==> src/core/occ_pkg.sv <==
// constants and types for the clock control block
package occ_pkg;

    // system clock rate
    localparam int CLK_HZ = 125_000_000;
    localparam int CLK_MHZ = CLK_HZ / 1_000_000;

    // register map, printed offsets
    localparam logic [7:0] OFS_CTRL = 8'h8F;
    localparam logic [7:0] OFS_TRIM = 8'h90;

    // clock control register fields
    localparam int SEL_LSB = 4;
    localparam int SEL_W = 3;
    localparam int STABLE_BIT = 2;
    localparam logic [7:0] CTRL_RST = 8'h00;

    // frequency trim register fields
    localparam int TRIM_W = 6;
    localparam logic [5:0] TRIM_RST = 6'h00;

    // frequency select codes
    localparam logic [2:0] SEL_SLOW = 3'h0;
    localparam logic [2:0] SEL_FAST = 3'h7;

    // oscillator pin mode codes
    localparam logic [2:0] MODE_LOW_POWER_XTAL = 3'h0;
    localparam logic [2:0] MODE_XTAL = 3'h1;
    localparam logic [2:0] MODE_HIGH_SPEED_XTAL = 3'h2;
    localparam logic [2:0] MODE_RC = 3'h3;
    localparam logic [2:0] MODE_RC_GPIO = 3'h4;
    localparam logic [2:0] MODE_INT_CLKOUT = 3'h5;
    localparam logic [2:0] MODE_INT_TWO_GPIO = 3'h6;
    localparam logic [2:0] MODE_EXT_CLOCK_GPIO = 3'h7;

    // internal sources as phase accumulators
    localparam int NCO_W = 32;
    localparam longint FAST_HZ = 8_000_000;
    localparam longint SLOW_HZ = 31_250;
    localparam logic [31:0] FAST_INC = 32'((FAST_HZ << NCO_W) / longint'(CLK_HZ));
    localparam logic [31:0] SLOW_INC = 32'((SLOW_HZ << NCO_W) / longint'(CLK_HZ));

    // trim span of one eighth over 32 steps each way
    localparam int TRIM_SPAN_DIV = 8;
    localparam int TRIM_STEPS = 32;
    localparam logic [31:0] FAST_STEP = FAST_INC / 32'(TRIM_SPAN_DIV * TRIM_STEPS);
    localparam logic [31:0] SLOW_STEP = SLOW_INC / 32'(TRIM_SPAN_DIV * TRIM_STEPS);

    // postscaler stages below the fast source
    localparam int POST_W = 6;

    // requested clock edges before switch-over
    localparam logic [3:0] SWITCH_EDGES = 4'h8;

    // delay after leaving the slow source
    localparam int SWITCH_DLY_US = 4000;
    localparam int SWITCH_DLY_CYC = SWITCH_DLY_US * CLK_MHZ;

    // fast source trim settling
    localparam int FAST_SETTLE_US = 1000;
    localparam int TRIM_LEVELS = 64;
    localparam int FAST_SETTLE_CYC = FAST_SETTLE_US * CLK_MHZ;
    localparam int FAST_STEP_CYC = FAST_SETTLE_CYC / TRIM_LEVELS;
    localparam int FAST_STEP_W = 11;

    // clock output divide by four
    localparam int FOSC_DIV_W = 2;

    // switch sequencer states
    typedef enum logic [1:0] {
        OCC_SW_IDLE,
        OCC_SW_WAIT_CUR,
        OCC_SW_COUNT_REQ
    } occ_sw_state_t;

endpackage : occ_pkg

==> src/core/occ_clock_ctrl.sv <==
// oscillator modes, internal sources, trim and switch control
//
// Overview of operation
// - external clock gpio mode needs no start-up delay
// - external clock gpio: clock out pin is port bit6
// - RC mode drives clock out with frequency over four
// - RC gpio mode: clock out pin is port bit6
// - fast source runs 8 MHz, feeds postscaler
// - postscaler gives six frequencies 125 kHz to 4 MHz
// - slow source runs at 31.25 kHz
// - slow source runs if selected, power-up or watchdog
// - clock-out mode: out pin Fosc/4, in pin bit7
// - two-gpio mode: both oscillator pins are port bits
// - trim is signed, zero is calibrated centre
// - uniform trim steps spanning plus minus 12.5 percent
// - trim settles: slow at next slow falling edge, fast 1 ms
// - trim register upper two bits read zero
// - select change moves multiplexer selection after the glitch-free switch sequence
// - select writes accepted whatever clock is running
// - leaving slow code: 4 ms delay, then stable
// - between fast codes no delay, flag stays set
// - switch: current falling edge, hold low, eight edges
// - stable flag read-only at control bit 2
// - select field bits 6 to 4, reset zero
`timescale 1ns/1ps
`default_nettype none

module occ_clock_ctrl #(
    parameter int SWITCH_DLY_CYC = occ_pkg::SWITCH_DLY_CYC  // 4 ms switch delay in cycles
) (
    input wire logic sys_clk,             // 125 MHz system clock
    input wire logic rstn,                // asynchronous reset, active low
    input wire logic [7:0] reg_addr,      // register address
    input wire logic [7:0] reg_wdata,     // register write data
    input wire logic reg_we,              // write strobe
    input wire logic reg_re,              // read strobe
    output logic [7:0] reg_rdata,         // read data, cycle after read strobe
    input wire logic [2:0] osc_mode_cfg,  // nonvolatile oscillator pin mode
    input wire logic pwrt_en,             // power-up timer enabled
    input wire logic wdt_en,              // watchdog timer enabled
    input wire logic sleep_req,           // core asleep, stops clock ticks
    input wire logic clock_in_pin_i,      // clock in pin level
    output logic clock_in_pin_o,          // clock in pin drive value
    output logic clock_in_pin_oe,         // clock in pin driven
    input wire logic clock_out_pin_i,     // clock out pin level
    output logic clock_out_pin_o,         // clock out pin drive value
    output logic clock_out_pin_oe,        // clock out pin driven
    input wire logic port_a_bit6_lat,     // port latch bit 6
    input wire logic port_a_bit6_dir_in,  // port bit 6 direction, 1 input
    input wire logic port_a_bit7_lat,     // port latch bit 7
    input wire logic port_a_bit7_dir_in,  // port bit 7 direction, 1 input
    output logic port_a_bit6_rd,          // port bit 6 pin read value
    output logic port_a_bit7_rd,          // port bit 7 pin read value
    output logic sys_clk_level,           // selected system clock level
    output logic sys_clk_tick,            // one pulse per system clock rise
    output logic osc_ready,               // oscillator usable
    output logic slow_src_run             // slow internal source running
);

    // refuse a switch delay shorter than one cycle
    if (SWITCH_DLY_CYC < 1) begin : g_chk_dly
        $error("switch delay must be at least one cycle");
    end

    localparam int DLY_W = $clog2(SWITCH_DLY_CYC + 1);
    localparam int STEP_W = occ_pkg::FAST_STEP_W;

    // trimmed phase increment of an internal source
    function automatic logic [31:0] occ_trim_inc(
        input logic [31:0] base,
        input logic [31:0] step,
        input logic [5:0] trim
    );
        logic signed [39:0] prod;
        prod = $signed({8'h00, step}) * $signed({{34{trim[5]}}, trim});
        return 32'($signed({8'h00, base}) + prod);
    endfunction : occ_trim_inc

    // level of the clock picked by a select code
    function automatic logic occ_sel_level(
        input logic [2:0] sel,
        input logic fast_lvl,
        input logic [5:0] post,
        input logic slow_lvl
    );
        logic lvl;
        lvl = 1'b0;
        case (sel)
            3'h7: lvl = fast_lvl;
            3'h6: lvl = post[0];
            3'h5: lvl = post[1];
            3'h4: lvl = post[2];
            3'h3: lvl = post[3];
            3'h2: lvl = post[4];
            3'h1: lvl = post[5];
            default: lvl = slow_lvl;
        endcase
        return lvl;
    endfunction : occ_sel_level

    // mode runs from the internal oscillator block
    function automatic logic occ_is_internal(input logic [2:0] mode);
        return (mode == occ_pkg::MODE_INT_CLKOUT) || (mode == occ_pkg::MODE_INT_TWO_GPIO);
    endfunction : occ_is_internal

    // mode hands the clock out pin to port bit 6
    function automatic logic occ_bit6_gpio(input logic [2:0] mode);
        return (mode == occ_pkg::MODE_RC_GPIO) || (mode == occ_pkg::MODE_INT_TWO_GPIO)
            || (mode == occ_pkg::MODE_EXT_CLOCK_GPIO);
    endfunction : occ_bit6_gpio

    logic [2:0] mode_r;
    logic mode_done_r;
    logic osc_ready_r;
    logic [2:0] sel_r;
    logic [5:0] trim_r;
    logic sel_chg_r;
    logic [7:0] rdata_r;
    logic cin_s1_r, cin_s2_r, cout_s1_r, cout_s2_r;
    logic [31:0] fast_acc_r, slow_acc_r;
    logic [5:0] fast_trim_r, slow_trim_r;
    logic [STEP_W-1:0] step_cnt_r;
    logic fast_prev_r, slow_prev_r;
    logic [occ_pkg::POST_W-1:0] post_r;
    logic slow_run_r;
    logic cur_prev_r, req_prev_r;
    occ_pkg::occ_sw_state_t sw_state_r;
    logic [2:0] cur_sel_r;
    logic [3:0] edge_cnt_r;
    logic int_clk_r;
    logic stable_r, pend_r;
    logic [DLY_W-1:0] dly_r;
    logic sys_prev_r;
    logic [occ_pkg::FOSC_DIV_W-1:0] div_r;
    logic sys_lvl_r, tick_r;
    logic cin_o_r, cin_oe_r, cout_o_r, cout_oe_r, rd6_r, rd7_r;

    logic wr_ctrl, wr_trim, sel_start, slow_run;
    logic fast_lvl, slow_lvl, fast_rise, slow_fall;
    logic cur_lvl, req_lvl, cur_fall, req_fall;
    logic sys_lvl, sys_fall, sys_rise;
    logic [2:0] new_sel;

    // register strobes and decoded fields
    always_comb begin
        wr_ctrl = reg_we && (reg_addr == occ_pkg::OFS_CTRL);
        wr_trim = reg_we && (reg_addr == occ_pkg::OFS_TRIM);
        new_sel = reg_wdata[occ_pkg::SEL_LSB +: occ_pkg::SEL_W];
        sel_start = wr_ctrl && (sel_r == occ_pkg::SEL_SLOW) && (new_sel != occ_pkg::SEL_SLOW);
    end

    // pin mode capture
    always_ff @(posedge sys_clk or negedge rstn) begin
        if (!rstn) begin
            mode_r <= occ_pkg::MODE_EXT_CLOCK_GPIO;
            mode_done_r <= 1'b0;
            osc_ready_r <= 1'b0;
        end else begin
            if (!mode_done_r) begin
                mode_r <= osc_mode_cfg;
                mode_done_r <= 1'b1;
            end
            osc_ready_r <= mode_done_r;
        end
    end

    // control and trim registers
    always_ff @(posedge sys_clk or negedge rstn) begin
        if (!rstn) begin
            sel_r <= occ_pkg::CTRL_RST[occ_pkg::SEL_LSB +: occ_pkg::SEL_W];
            trim_r <= occ_pkg::TRIM_RST;
            sel_chg_r <= 1'b0;
        end else begin
            if (wr_ctrl) begin
                sel_r <= new_sel;
            end
            if (wr_trim) begin
                trim_r <= reg_wdata[occ_pkg::TRIM_W-1:0];
            end
            sel_chg_r <= wr_ctrl && (new_sel != sel_r);
        end
    end

    // registered read data
    always_ff @(posedge sys_clk or negedge rstn) begin
        if (!rstn) begin
            rdata_r <= 8'h00;
        end else if (reg_re && reg_addr == occ_pkg::OFS_CTRL) begin
            rdata_r <= {1'b0, sel_r, 1'b0, stable_r, 2'b00};
        end else if (reg_re && reg_addr == occ_pkg::OFS_TRIM) begin
            rdata_r <= {2'b00, trim_r};
        end else begin
            rdata_r <= 8'h00;
        end
    end

    // pin synchronisers
    always_ff @(posedge sys_clk or negedge rstn) begin
        if (!rstn) begin
            cin_s1_r <= 1'b0;
            cin_s2_r <= 1'b0;
            cout_s1_r <= 1'b0;
            cout_s2_r <= 1'b0;
        end else begin
            cin_s1_r <= clock_in_pin_i;
            cin_s2_r <= cin_s1_r;
            cout_s1_r <= clock_out_pin_i;
            cout_s2_r <= cout_s1_r;
        end
    end

    // source levels and run request
    always_comb begin
        slow_run = (sel_r == occ_pkg::SEL_SLOW) || (cur_sel_r == occ_pkg::SEL_SLOW)
            || pwrt_en || wdt_en;
        fast_lvl = fast_acc_r[31];
        slow_lvl = slow_acc_r[31];
        fast_rise = fast_lvl && !fast_prev_r;
        slow_fall = !slow_lvl && slow_prev_r;
    end

    // fast source accumulator
    always_ff @(posedge sys_clk or negedge rstn) begin
        if (!rstn) begin
            fast_acc_r <= 32'h0000_0000;
            fast_prev_r <= 1'b0;
        end else begin
            fast_acc_r <= fast_acc_r
                + occ_trim_inc(occ_pkg::FAST_INC, occ_pkg::FAST_STEP, fast_trim_r);
            fast_prev_r <= fast_lvl;
        end
    end

    // slow source, cleared to zero while unused
    always_ff @(posedge sys_clk or negedge rstn) begin
        if (!rstn) begin
            slow_acc_r <= 32'h0000_0000;
            slow_prev_r <= 1'b0;
            slow_run_r <= 1'b0;
        end else begin
            slow_run_r <= slow_run;
            slow_prev_r <= slow_lvl;
            if (slow_run) begin
                slow_acc_r <= slow_acc_r
                    + occ_trim_inc(occ_pkg::SLOW_INC, occ_pkg::SLOW_STEP, slow_trim_r);
            end else begin
                slow_acc_r <= 32'h0000_0000;
            end
        end
    end

    // postscaler, bit k gives 8 MHz over 2^(k+1)
    always_ff @(posedge sys_clk or negedge rstn) begin
        if (!rstn) begin
            post_r <= '0;
        end else if (fast_rise) begin
            post_r <= post_r + 6'h01;
        end
    end

    // trim settling, fast one step per interval
    always_ff @(posedge sys_clk or negedge rstn) begin
        if (!rstn) begin
            slow_trim_r <= occ_pkg::TRIM_RST;
            fast_trim_r <= occ_pkg::TRIM_RST;
            step_cnt_r <= '0;
        end else begin
            if (slow_fall || !slow_run) begin
                slow_trim_r <= trim_r;
            end
            if (step_cnt_r == STEP_W'(occ_pkg::FAST_STEP_CYC - 1)) begin
                step_cnt_r <= '0;
                if ($signed(fast_trim_r) < $signed(trim_r)) begin
                    fast_trim_r <= fast_trim_r + 6'h01;
                end else if ($signed(fast_trim_r) > $signed(trim_r)) begin
                    fast_trim_r <= fast_trim_r - 6'h01;
                end
            end else begin
                step_cnt_r <= step_cnt_r + STEP_W'(1);
            end
        end
    end

    // current and requested clock levels
    always_comb begin
        cur_lvl = occ_sel_level(cur_sel_r, fast_lvl, post_r, slow_lvl);
        req_lvl = occ_sel_level(sel_r, fast_lvl, post_r, slow_lvl);
        cur_fall = cur_prev_r && !cur_lvl;
        req_fall = req_prev_r && !req_lvl && !sel_chg_r;
    end

    // previous levels
    always_ff @(posedge sys_clk or negedge rstn) begin
        if (!rstn) begin
            cur_prev_r <= 1'b0;
            req_prev_r <= 1'b0;
        end else begin
            cur_prev_r <= cur_lvl;
            req_prev_r <= req_lvl;
        end
    end

    // glitch-free clock switch sequencer
    always_ff @(posedge sys_clk or negedge rstn) begin
        if (!rstn) begin
            sw_state_r <= occ_pkg::OCC_SW_IDLE;
            cur_sel_r <= occ_pkg::SEL_SLOW;
            edge_cnt_r <= 4'h0;
            int_clk_r <= 1'b0;
        end else begin
            case (sw_state_r)
                occ_pkg::OCC_SW_IDLE: begin
                    int_clk_r <= cur_lvl;
                    if (sel_r != cur_sel_r) begin
                        sw_state_r <= occ_pkg::OCC_SW_WAIT_CUR;
                    end
                end
                occ_pkg::OCC_SW_WAIT_CUR: begin
                    int_clk_r <= cur_lvl;
                    if (cur_fall) begin
                        int_clk_r <= 1'b0;
                        edge_cnt_r <= 4'h0;
                        sw_state_r <= occ_pkg::OCC_SW_COUNT_REQ;
                    end
                end
                occ_pkg::OCC_SW_COUNT_REQ: begin
                    int_clk_r <= 1'b0;
                    if (sel_chg_r) begin
                        edge_cnt_r <= 4'h0;
                    end else if (req_fall) begin
                        if (edge_cnt_r == occ_pkg::SWITCH_EDGES - 4'h1) begin
                            cur_sel_r <= sel_r;
                            sw_state_r <= occ_pkg::OCC_SW_IDLE;
                        end else begin
                            edge_cnt_r <= edge_cnt_r + 4'h1;
                        end
                    end
                end
                default: begin
                    sw_state_r <= occ_pkg::OCC_SW_IDLE;
                end
            endcase
        end
    end

    // stable flag and switch delay
    always_ff @(posedge sys_clk or negedge rstn) begin
        if (!rstn) begin
            stable_r <= 1'b0;
            pend_r <= 1'b0;
            dly_r <= '0;
        end else if (sel_start) begin
            stable_r <= 1'b0;
            pend_r <= 1'b1;
            dly_r <= DLY_W'(SWITCH_DLY_CYC);
        end else begin
            if (dly_r != '0) begin
                dly_r <= dly_r - DLY_W'(1);
            end
            if (pend_r && dly_r == '0 && sw_state_r == occ_pkg::OCC_SW_IDLE) begin
                stable_r <= 1'b1;
                pend_r <= 1'b0;
            end
        end
    end

    // system clock source by mode
    always_comb begin
        sys_lvl = occ_is_internal(mode_r) ? int_clk_r : cin_s2_r;
        sys_fall = sys_prev_r && !sys_lvl;
        sys_rise = !sys_prev_r && sys_lvl;
    end

    // clock level, tick and divider
    always_ff @(posedge sys_clk or negedge rstn) begin
        if (!rstn) begin
            sys_prev_r <= 1'b0;
            sys_lvl_r <= 1'b0;
            tick_r <= 1'b0;
            div_r <= '0;
        end else begin
            sys_prev_r <= sys_lvl;
            sys_lvl_r <= sys_lvl;
            tick_r <= sys_rise && osc_ready_r && !sleep_req;
            if (sys_fall && !sleep_req) begin
                div_r <= div_r + 2'h1;
            end
        end
    end

    // oscillator pin use by mode
    always_ff @(posedge sys_clk or negedge rstn) begin
        if (!rstn) begin
            cout_o_r <= 1'b0;
            cout_oe_r <= 1'b0;
            cin_o_r <= 1'b0;
            cin_oe_r <= 1'b0;
            rd6_r <= 1'b0;
            rd7_r <= 1'b0;
        end else begin
            if (mode_r == occ_pkg::MODE_RC || mode_r == occ_pkg::MODE_INT_CLKOUT) begin
                cout_o_r <= div_r[1];
                cout_oe_r <= 1'b1;
            end else if (occ_bit6_gpio(mode_r)) begin
                cout_o_r <= port_a_bit6_lat;
                cout_oe_r <= !port_a_bit6_dir_in;
            end else begin
                cout_o_r <= 1'b0;
                cout_oe_r <= 1'b0;
            end
            if (occ_is_internal(mode_r)) begin
                cin_o_r <= port_a_bit7_lat;
                cin_oe_r <= !port_a_bit7_dir_in;
            end else begin
                cin_o_r <= 1'b0;
                cin_oe_r <= 1'b0;
            end
            rd6_r <= occ_bit6_gpio(mode_r) && cout_s2_r;
            rd7_r <= occ_is_internal(mode_r) && cin_s2_r;
        end
    end

    // outputs straight from flip-flops
    assign reg_rdata = rdata_r;
    assign clock_in_pin_o = cin_o_r;
    assign clock_in_pin_oe = cin_oe_r;
    assign clock_out_pin_o = cout_o_r;
    assign clock_out_pin_oe = cout_oe_r;
    assign port_a_bit6_rd = rd6_r;
    assign port_a_bit7_rd = rd7_r;
    assign sys_clk_level = sys_lvl_r;
    assign sys_clk_tick = tick_r;
    assign osc_ready = osc_ready_r;
    assign slow_src_run = slow_run_r;

endmodule : occ_clock_ctrl

`default_nettype wire

==> config.mk <==
export PLATFORM = sky130hd
export DESIGN_NAME = occ_clock_ctrl
export DESIGN_NICKNAME = d
export VERILOG_FILES = /design/src/core/occ_pkg.sv /design/src/core/occ_clock_ctrl.sv
export SDC_FILE = /design/constraint.sdc
export NUM_CORES = 1
export LEC_CHECK = 0
export BUFFER_PORTS_ARGS = -buffer_cell sky130_fd_sc_hd__buf_2
export CORE_MARGIN = 2
export CORE_UTILIZATION = 29
export CTS_CLUSTER_SIZE = 25
export DETAILED_ROUTE_END_ITERATION = 8
export GPL_TIMING_DRIVEN = 0
export PLACE_DENSITY = 0.5
export SYNTH_ARGS = -nofsm -noshare
export SYNTH_HDL_FRONTEND = slang
export SYNTH_SLANG_ARGS = --single-unit
==> constraint.sdc <==
create_clock -name sys_clk -period 18.4 [get_ports sys_clk]
set_input_delay 2.76 -clock sys_clk [delete_from_list [all_inputs] [get_ports sys_clk]]
set_output_delay 2.76 -clock sys_clk [all_outputs]
set_load 0.01 [all_outputs]
==> results.toml, run 1 <==
[finish]
diodes = 0
fill_cells = 4601
area_growth_pct = 12.29
nets = 1724
drive_above_1_share_pct = 8.305

[clock_network]
htree_levels = 4
cts_tree = "yes"
post-cts-setup-buffer-count = 0
cts_resized = 0
worstSkewPairLatency_ns = 0.45
cts_buffer_depth = 2
cts_hold_buf = 0
clock_sinks = 165
cts_root_buf = "clkbuf_16"
clk_pin_slew_worst_paths_ns = 0.07
cts_made_buffers = 17

[run]
drv_cap = 0

[timing]
setup_tns_ns = 0
worst_pin_slew_ns = 0.8499
finalHoldViolCount = 0
finalSetupViolations = 0
finClkSkew_ns = 0.01007
period_needed_ns = 7.181
setup_ws_ns = 11.22
rsz0062_at_grt = "no"
slew_headroom_pct = 42.60
post-route-period-util_pct = 39.03
fmax_mhz = 139.3
hold-worst-slack_ns = 0.3521
drv_slew = 0

[placement]
dpl.hpwl_mm = 21.52
port-buffer-count = 47
post-place-ws_ns = 11.23
globalplace.congestion = 0.7569

[routing]
num_vias = 10117
drtIter0Drc = 538
via_per_inst = 4.852
routed_wl_mm = 28.00
post_drt_wl_per_cell_um = 13.43
ant_nets = 0
drt-pass1-iter-count = 4
drcViolationCount = 0

[critical_path]
critPathKind = "flop to flop"
critPathMaxFanout = 14
crit_path_start_kind = "flop"
slowest_stage = "o41ai_1"
critPathArrivalTime_ns = 7.49
crit_path_end_kind = "flop"
max_stage_delay_ns = 0.74
critPathRequiredTime_ns = 18.70

[power_and_ir_drop]
finalPower_w = 0.002060
irDropWorstVdd_v = 0.0001042
p_leak_nw = 7.100
power.density_nw_per_um2 = 139.8

[synth]
synth-edff-count = 0
synth-seq-area-share_pct = 31.48
synth_area_sq_um = 13130
netlist_instances = 1413
synth_warnings = 0
syn_avg_cell_area_sq_um = 9.290
synth_nets = 1657
async_reset_ff_share_pct = 100.0
synth.distinct_cells = 78
ys.flop_type = "dfrtp_1"
synth-seq-cells = 165

[grt]
antenna_found_initial = 0
grt_pass1_vias = 9996
overflow = 0
grt_max_degree = 90
track_usage_pct = 12.53
grt_pass1_wl_mm = 48.82

[die]
initial_core_util_pct = 29.55
die_w_um = 216.8
std_cell_rows = 77
ios = 50
chipHeight_um = 216.8
core_sq_um = 44410
die_area_sq_um = 46980

[min_path]
min_path_type = "flop to flop"

[run_status]
status = "completed"
==> cells in the final DEF (no fill, tap or decap), drive strengths merged, types with 16 or more instances in the layout <==
cell / Yosys / layout
a21o: 38 / 38
a21oi: 70 / 70
a31oi: 17 / 17
and3: 24 / 24
buf: 4 / 52
clkbuf: 20 / 38
dfrtp: 162 / 162
fa: 19 / 19
ha: 193 / 193
inv: 115 / 124
nand2: 102 / 102
nand3: 49 / 49
nand4: 16 / 16
nor2: 106 / 106
nor3: 28 / 28
nor4: 18 / 18
o21a: 21 / 21
o21ai: 65 / 65
xnor2: 74 / 74
xor2: 44 / 44
==> flip-flops by register name (all words and copies together) (netlist names), 3 cells and up <==
name         flops
reg_rdata        7
edge_cnt_r       4
sel_r            3
post_r           6
fast_acc_r      32
step_cnt_r      11
dly_r           19
cur_sel_r        3
fast_trim_r      6
mode_r           3
slow_acc_r      32
slow_trim_r      6
trim_r           6
==> final cells by class <==
class	instances	area, sq um	share of cell area [%]
inverter	116	435.4	2.954
clock buffer	18	439.2	2.980
timing repair buffer	48	272.8	1.851
tap	592	740.7	5.025
multi-input combinational	1108	8463	57.42
clock inverter	14	153.9	1.044
sequential	165	4133	28.04
buffer	24	101.3	0.6876
==> path summary, 6_finish.rpt <==
| check | from | cells past startpoint | to | slack, ns |
|---|---|---|---|---|
| min in group asynchronous | rstn | 1 | slow_acc_r[19] | 2.34 |
| max reg2reg | fast_trim_r[5] | 26 | fast_acc_r[28] | 11.22 |
| min reg2reg | cout_s1_r | 0 | cout_s2_r | 0.35 |
| max | fast_trim_r[5] | 26 | fast_acc_r[28] | 11.22 |
| max in group asynchronous | rstn | 2 | step_cnt_r[9] | 15.22 |
| min | cout_s1_r | 0 | cout_s2_r | 0.35 |
==> cells by family after synthesis <==
group	count (synthesis)	synth area share, %
AO/OA/AOI/OAI	305	15.53
XOR/XNOR	118	7.873
adder cells (fa/ha/maj)	212	21.29
buffers and inverters	140	4.089
flip-flops	165	31.48
multiplexers	27	2.488
other	2	0.05721
AND/OR/NAND/NOR	444	17.19
==> cells in the mapped netlist (10+ instances only) <==
cell type	n	share of area [%]
ha_1	193	18
or3_1	13	0.62
clkbuf_1	20	0.57
fa_1	19	2.9
and3_1	24	1.1
nand2b_1	15	0.71
nor4_1	17	0.81
and2_1	10	0.48
a211oi_1	13	0.74
a21oi_1	70	2.7
nand2_1	101	2.9
nand3_1	49	1.9
inv_1	115	3.3
nor2b_1	15	0.71
o21a_1	21	1.2
xnor2_1	74	4.9
o21ai_0	65	2.5
xor2_1	44	2.9
nor3_1	28	1.1
nor2_1	106	3.0
dfrtp_1	162	31
a21o_1	38	2.2
mux2_2	15	1.3
a31oi_1	17	0.81
nand4_1	16	0.76
==> metal layers <==
layer | global-route usage [%] | wire [um] | vias to the layer above
met5 | 0 | 0 | -
met4 | 2.740 | 284 | 0
met3 | 2.152 | 553 | 21
met2 | 20.79 | 13200 | 69
met1 | 17.07 | 13970 | 4844
li1 | - | - | 5183
==> stage by stage <==
step | utilization [%] | std cells | cell area [sq um]
floorplan | - | 1413 | 13130
global placement | 31.75 | 2052 | 14100
detailed placement | 31.85 | 2053 | 14150
CTS | 33.19 | 2085 | 14740
global route | 33.19 | 2085 | 14740
finish | 33.19 | 2085 | 14740
==> critical path, delay by kind of cell (launching register included) <==
kind | cells | cell delay [ns]
AO/OA/AOI/OAI | 11 | 2.71
XOR/XNOR | 1 | 0.17
adder cells (fa/ha/maj) | 6 | 2.20
buffers and inverters | 5 | 0.70
flip-flops | 1 | 0.69
multiplexers | 1 | 0.26
AND/OR/NAND/NOR | 2 | 0.30
==> power breakdown <==
| part | internal [W] | switching (W) |
|---|---|---|
| combinational | 0.000522 | 0.000674 |
| sequential | 0.000442 | 0.0000594 |
| clock | 0.000186 | 0.000177 |
Power figures use the tool's default switching activity.
==> run 2, diff against run 1 <==
- PLACE_DENSITY: 0.5 -> 0.52
- clock period: 18.4 -> 6.6 ns (I/O delays scaled with it)
==> run 2 against run 1 <==
Compared with the run above:
- clock skew increased by 0.0022 ns
- cell area increased by 0.71%
- utilization increased by 0.24 points
- critical path depth unchanged
- non-clock buffer count increased by 4
- setup slack got worse by 11 ns
- largest cell class unchanged
- largest power group unchanged
- critical path type unchanged
- maximum frequency increased by 15%
- combinational power increased to 2.9 times the previous value
==> results.toml, run 2 (synthesis gave the netlist of run 1 again) <==
[routing]
routed_wl_mm = 28.52
ant_nets = 0
drtIter0Drc = 477
post_drt_wl_per_cell_um = 13.65
num_vias = 10176
drt-pass1-iter-count = 4
drcViolationCount = 0
via_per_inst = 4.871

[die]
ios = 50
die_area_sq_um = 46980
core_sq_um = 44410
die_w_um = 216.8
std_cell_rows = 77
initial_core_util_pct = 29.55
chipHeight_um = 216.8

[power_and_ir_drop]
irDropWorstVdd_v = 0.0003120
power.density_nw_per_um2 = 394.6
p_leak_nw = 7.125

[placement]
dpl_cell_area_sq_um = 14140
dpl.hpwl_mm = 21.72
globalplace.congestion = 0.8179
port-buffer-count = 47
dp_cells = 2053

[critical_path]
crit_path_start_kind = "flop"
crit_path_end_kind = "flop"
critPathArrivalTime_ns = 6.61
critPathMaxFanout = 8
reg2reg_depth = 26
critPathKind = "flop to flop"
critPathRequiredTime_ns = 6.98

[timing]
hold-worst-slack_ns = 0.3525
slew_headroom_pct = 43.33
post-route-period-util_pct = 94.39
fmax_mhz = 160.5
period_needed_ns = 6.230
setup_tns_ns = 0
finalSetupViolations = 0
finClkSkew_ns = 0.01227
drv_slew = 0
finalHoldViolCount = 0
worst_pin_slew_ns = 0.8430

[finish]
final_cells = 2089
nets = 1728
drive_above_1_share_pct = 9.552
area_growth_pct = 13.09
fill_cells = 4607
largestRegisters = "fast_acc_r (32), slow_acc_r (32), dly_r (19)"
fin_area_sq_um = 14840
diodes = 0
final_common_cell = "ha_1"
final_cell_mix = "ha_1, dfrtp_1, inv_1"

[grt]
overflow = 0
grt_pass1_vias = 9999
grt_pass1_wl_mm = 48.97
track_usage_pct = 12.63
grt_max_degree = 108
antenna_found_initial = 0

[clock_network]
cts_root_buf = "clkbuf_16"
worstSkewPairLatency_ns = 0.45
cts_buffer_depth = 2
cts_tree = "yes"
cts_made_buffers = 17
htree_levels = 4
clock_sinks = 165
clk_pin_slew_worst_paths_ns = 0.07

[min_path]
min_path_type = "flop to flop"
min_path_cells = 0

[run_status]
status = "completed"

[run]
drv_cap = 0
run 2: changes by cell type in the layout (fill, tap and decap cells not counted), sizes merged:
| cell | delta |
|---|---|
| buf | +5 |
| inv | -3 |
| clkinv | +2 |
| clkbuf | -1 |
| clkinvlp | +1 |
run 2: power breakdown:
group	internal [W]	switching [W]
clock	0.000516	0.000493
combinational	0.00149	0.00197
sequential	0.00123	0.000155
run 2: path summary, 6_finish.rpt:
path	slack (ns)	from	end
setup reg to reg	0.37	fast_trim_r[4]	fast_acc_r[31]
hold / removal	0.35	cout_s1_r	cout_s2_r
hold reg to reg	0.35	cout_s1_r	cout_s2_r
min in group asynchronous	0.48	rstn	slow_acc_r[15]
max in group asynchronous	5.17	rstn	fast_trim_r[5]
setup / recovery	0.37	fast_trim_r[4]	fast_acc_r[31]
run 2: metal layers:
metal  part of all wire [%]  GRT usage, %
met1                     50         17.05
met2                     47         20.91
met3                    2.3         2.292
met4                    1.1         3.059
met5                      0             0
run 2: worst max-delay path, stage by stage (launching register included):
cell and delay [ns]:
dfrtp_2 0.45, inv_2 0.12, ha_1 0.40, inv_1 0.11
ha_1 0.28, ha_1 0.28, inv_1 0.05, fa_1 0.50
inv_1 0.04, ha_1 0.32, nor2b_1 0.14, o21ai_0 0.26
a21boi_2 0.13, o211ai_1 0.29, nand2_1 0.14, a21o_1 0.20
a21oi_1 0.17, xnor2_1 0.12, ha_1 0.39, nand4_1 0.21
nor4_1 0.32, nand4_1 0.21, nand3_2 0.17, a21o_1 0.19
nand4_1 0.24, a31oi_4 0.28, xor2_1 0.15
run 2: layout make-up:
cell class / count / area (sq um) / share of cell area [%]
repair buffers: 53 / 310.3 / 2.090
flip-flops and latches: 165 / 4143 / 27.91
multi-input cells: 1108 / 8521 / 57.40
clock inverters: 14 / 153.9 / 1.037
well taps: 592 / 740.7 / 4.990
plain buffers: 23 / 97.59 / 0.6575
inverters: 116 / 439.2 / 2.959
clock buffers: 18 / 439.2 / 2.959
run 2: what timing repair did:
action,in CTS,in global routing
hold endpoints to repair,0,0
gates resized for setup,5,15
gates cloned,0,0
setup buffers,2,3
pin swaps,1,1
endpoints found under the setup margin,12,11
hold buffers,0,0
run 2: stage by stage:
| stage | setup slack [ns] | utilization, % | total power, W |
|---|---|---|---|
| floorplan | 0.6899 | - | 0.004094 |
| detailed placement | -0.5619 | 31.84 | 0.004808 |
| CTS | 0.04114 | 33.25 | 0.005898 |
| global route | -0.02222 | 33.42 | 0.006430 |
| global placement | -0.5512 | 31.75 | 0.004740 |
| finish | 0.3700 | 33.42 | 0.005857 |
==> run 3, diff against run 2 <==
- BUFFER_PORTS_ARGS: -buffer_cell sky130_fd_sc_hd__buf_2 -> unset
- DONT_BUFFER_PORTS: unset -> 1
- PLACE_DENSITY: 0.52 -> 0.5
- clock period: 6.6 -> 7.5 ns (I/O delays scaled with it)
==> run 3 against run 2 <==
Compared with the run above:
- die area did not move
- sequential power fell by 12%
- non-clock buffer count fell by 52
- clock power fell by 6%
- utilization fell by 0.77 points
- global-route usage fell by 0.38 points
- critical path type unchanged
- cell area fell by 2.3%
- sequential share of layout area rose by 0.60 points
==> results.toml, run 3 (synthesis gave the netlist of run 1 again) <==
[routing]
met1_length_mm = 14.05
drt-pass1-iter-count = 4
routed_wl_mm = 27.98
route.met2.wl_mm = 13.08
num_vias = 9985
post_drt_wl_per_cell_um = 13.73
drtIter0Drc = 547
drcViolationCount = 0
wl_met3_um = 634
topRoutingLayerUsed = "met4"
ant_nets = 0
via_per_inst = 4.902

[critical_path]
critPathBufInv = 5
r2r-end = "fast_acc_r[28]"
critPathTopFamily = "compound AO/OA/AOI/OAI gates"
r2r_start = "fast_trim_r[5]"
critPathMaxFanout = 14
r2r_setup_slack_ns = 0.64
critPathKind = "flop to flop"
slowest_stage = "o41ai_1"
reg2reg_depth = 26
crit_path_end_kind = "flop"
max_stage_delay_ns = 0.69
critPathArrivalTime_ns = 7.16
critPathRequiredTime_ns = 7.80
crit_path_start_kind = "flop"

[power_and_ir_drop]
finalPower_w = 0.005077
power.density_nw_per_um2 = 350.1
p_leak_nw = 6.896
irDropWorstVdd_v = 0.0002436

[timing]
finalHoldViolCount = 0
hold-worst-slack_ns = 0.3528
finClkSkew_ns = 0.01127
drv_slew = 0
setup_ws_ns = 0.6440
post-route-period-util_pct = 91.41
period_needed_ns = 6.856
worst_pin_slew_ns = 0.9228
rsz0062_at_grt = "no"
slew_headroom_pct = 37.97
setup_tns_ns = 0
fmax_mhz = 145.9
finalSetupViolations = 0

[finish]
final_cell_mix = "ha_1, dfrtp_1, inv_1"
diodes = 0
largestRegisters = "fast_acc_r (32), slow_acc_r (32), dly_r (19)"
drive_above_1_share_pct = 5.260
final_common_cell = "ha_1"
fin_area_sq_um = 14500
area_growth_pct = 10.48
nets = 1676

[clock_network]
worstSkewPairLatency_ns = 0.45
clk_pin_slew_worst_paths_ns = 0.07
htree_levels = 4
clock_sinks = 165
cts_tree = "yes"
cts_root_buf = "clkbuf_16"
cts_made_buffers = 17
cts_buffer_depth = 2

[die]
ios = 50
core_sq_um = 44410
die_w_um = 216.8
die_area_sq_um = 46980
std_cell_rows = 77
chipHeight_um = 216.8
initial_core_util_pct = 29.55

[grt]
grt_max_degree = 166
grt_pass1_vias = 9630
grt_pass1_wl_mm = 47.49
overflow = 0
track_usage_pct = 12.25
antenna_found_initial = 0

[min_path]
min_path_cells = 0
min_from = "cout_s1_r"
hold_end = "cout_s2_r"
min_path_type = "flop to flop"

[run]
drv_cap = 0

[run_status]
status = "completed"

[placement]
globalplace.congestion = 0.7876
dpl_cell_area_sq_um = 13870
dpl.hpwl_mm = 21.23
post-place-ws_ns = 0.2601
port-buffer-count = 0
run 3: cell count changes in the layout (fill, tap and decap cells not counted), moves of 3 or more:
cell,delta
buf_2,-46
buf_4,-5
dfrtp_1,+5
dfrtp_2,-4
bufinv_16,+3
clkbuf_1,+3
clkinv_8,-3
run 3: final cells by class:
type	count	area (sq um)
Buffer	24	101.3
Clock buffer	19	432.9
Clock inverter	13	187.7
Fill cell	4593	29910
Inverter	116	435.4
Multi-Input combinational cell	1108	8469
Sequential cell	165	4134
Tap cell	592	740.7
run 3: worst register-to-register path, delay by kind of cell, from the launching register on:
kind	cells	cell delay (ns)
buffers and inverters	5	0.67
multiplexers	1	0.26
AO/OA/AOI/OAI	11	2.62
flip-flops	1	0.59
AND/OR/NAND/NOR	2	0.27
XOR/XNOR	1	0.16
adder cells (fa/ha/maj)	6	2.19
run 3: per-layer routing:
| layer | vias to the layer above | track usage (%) |
|---|---|---|
| li1 | 5076 | - |
| met1 | 4809 | 16.50 |
| met2 | 85 | 20.38 |
| met3 | 15 | 2.222 |
| met4 | 0 | 2.831 |
| met5 | - | 0 |
run 3: repair_timing:
item / CTS / global route
setup endpoints to repair: 0 / 8
gates resized for setup: 0 / 2
buffers inserted: 0 / 0
hold buffers: 0 / 0
run 3: worst max-delay path by stage:
stage,startpoint,to,depth (start not counted)
after detailed placement,fast_trim_r[5],fast_acc_r[31],27
final,fast_trim_r[5],fast_acc_r[28],26
after floorplan,fast_trim_r[5],fast_acc_r[28],26
after global placement,fast_trim_r[5],fast_acc_r[28],26
after global routing,fast_trim_r[5],fast_acc_r[28],26
after CTS,fast_trim_r[5],fast_acc_r[31],27
run 3: where the power goes:
part,total (W),switching (W),internal [W],leakage (nW)
Sequential,0.00123,0.000148,0.00108,1.98
Clock,0.000950,0.000412,0.000538,0.304
Combinational,0.00289,0.00163,0.00127,4.61
Total,0.00508,0.00219,0.00289,6.90
run 3: stage by stage:
stage,instances,util (%)
after floorplan,1413,-
after global placement,2005,31.22
after detailed placement,2005,31.24
after CTS,2037,32.63
after global routing,2037,32.65
final,2037,32.65
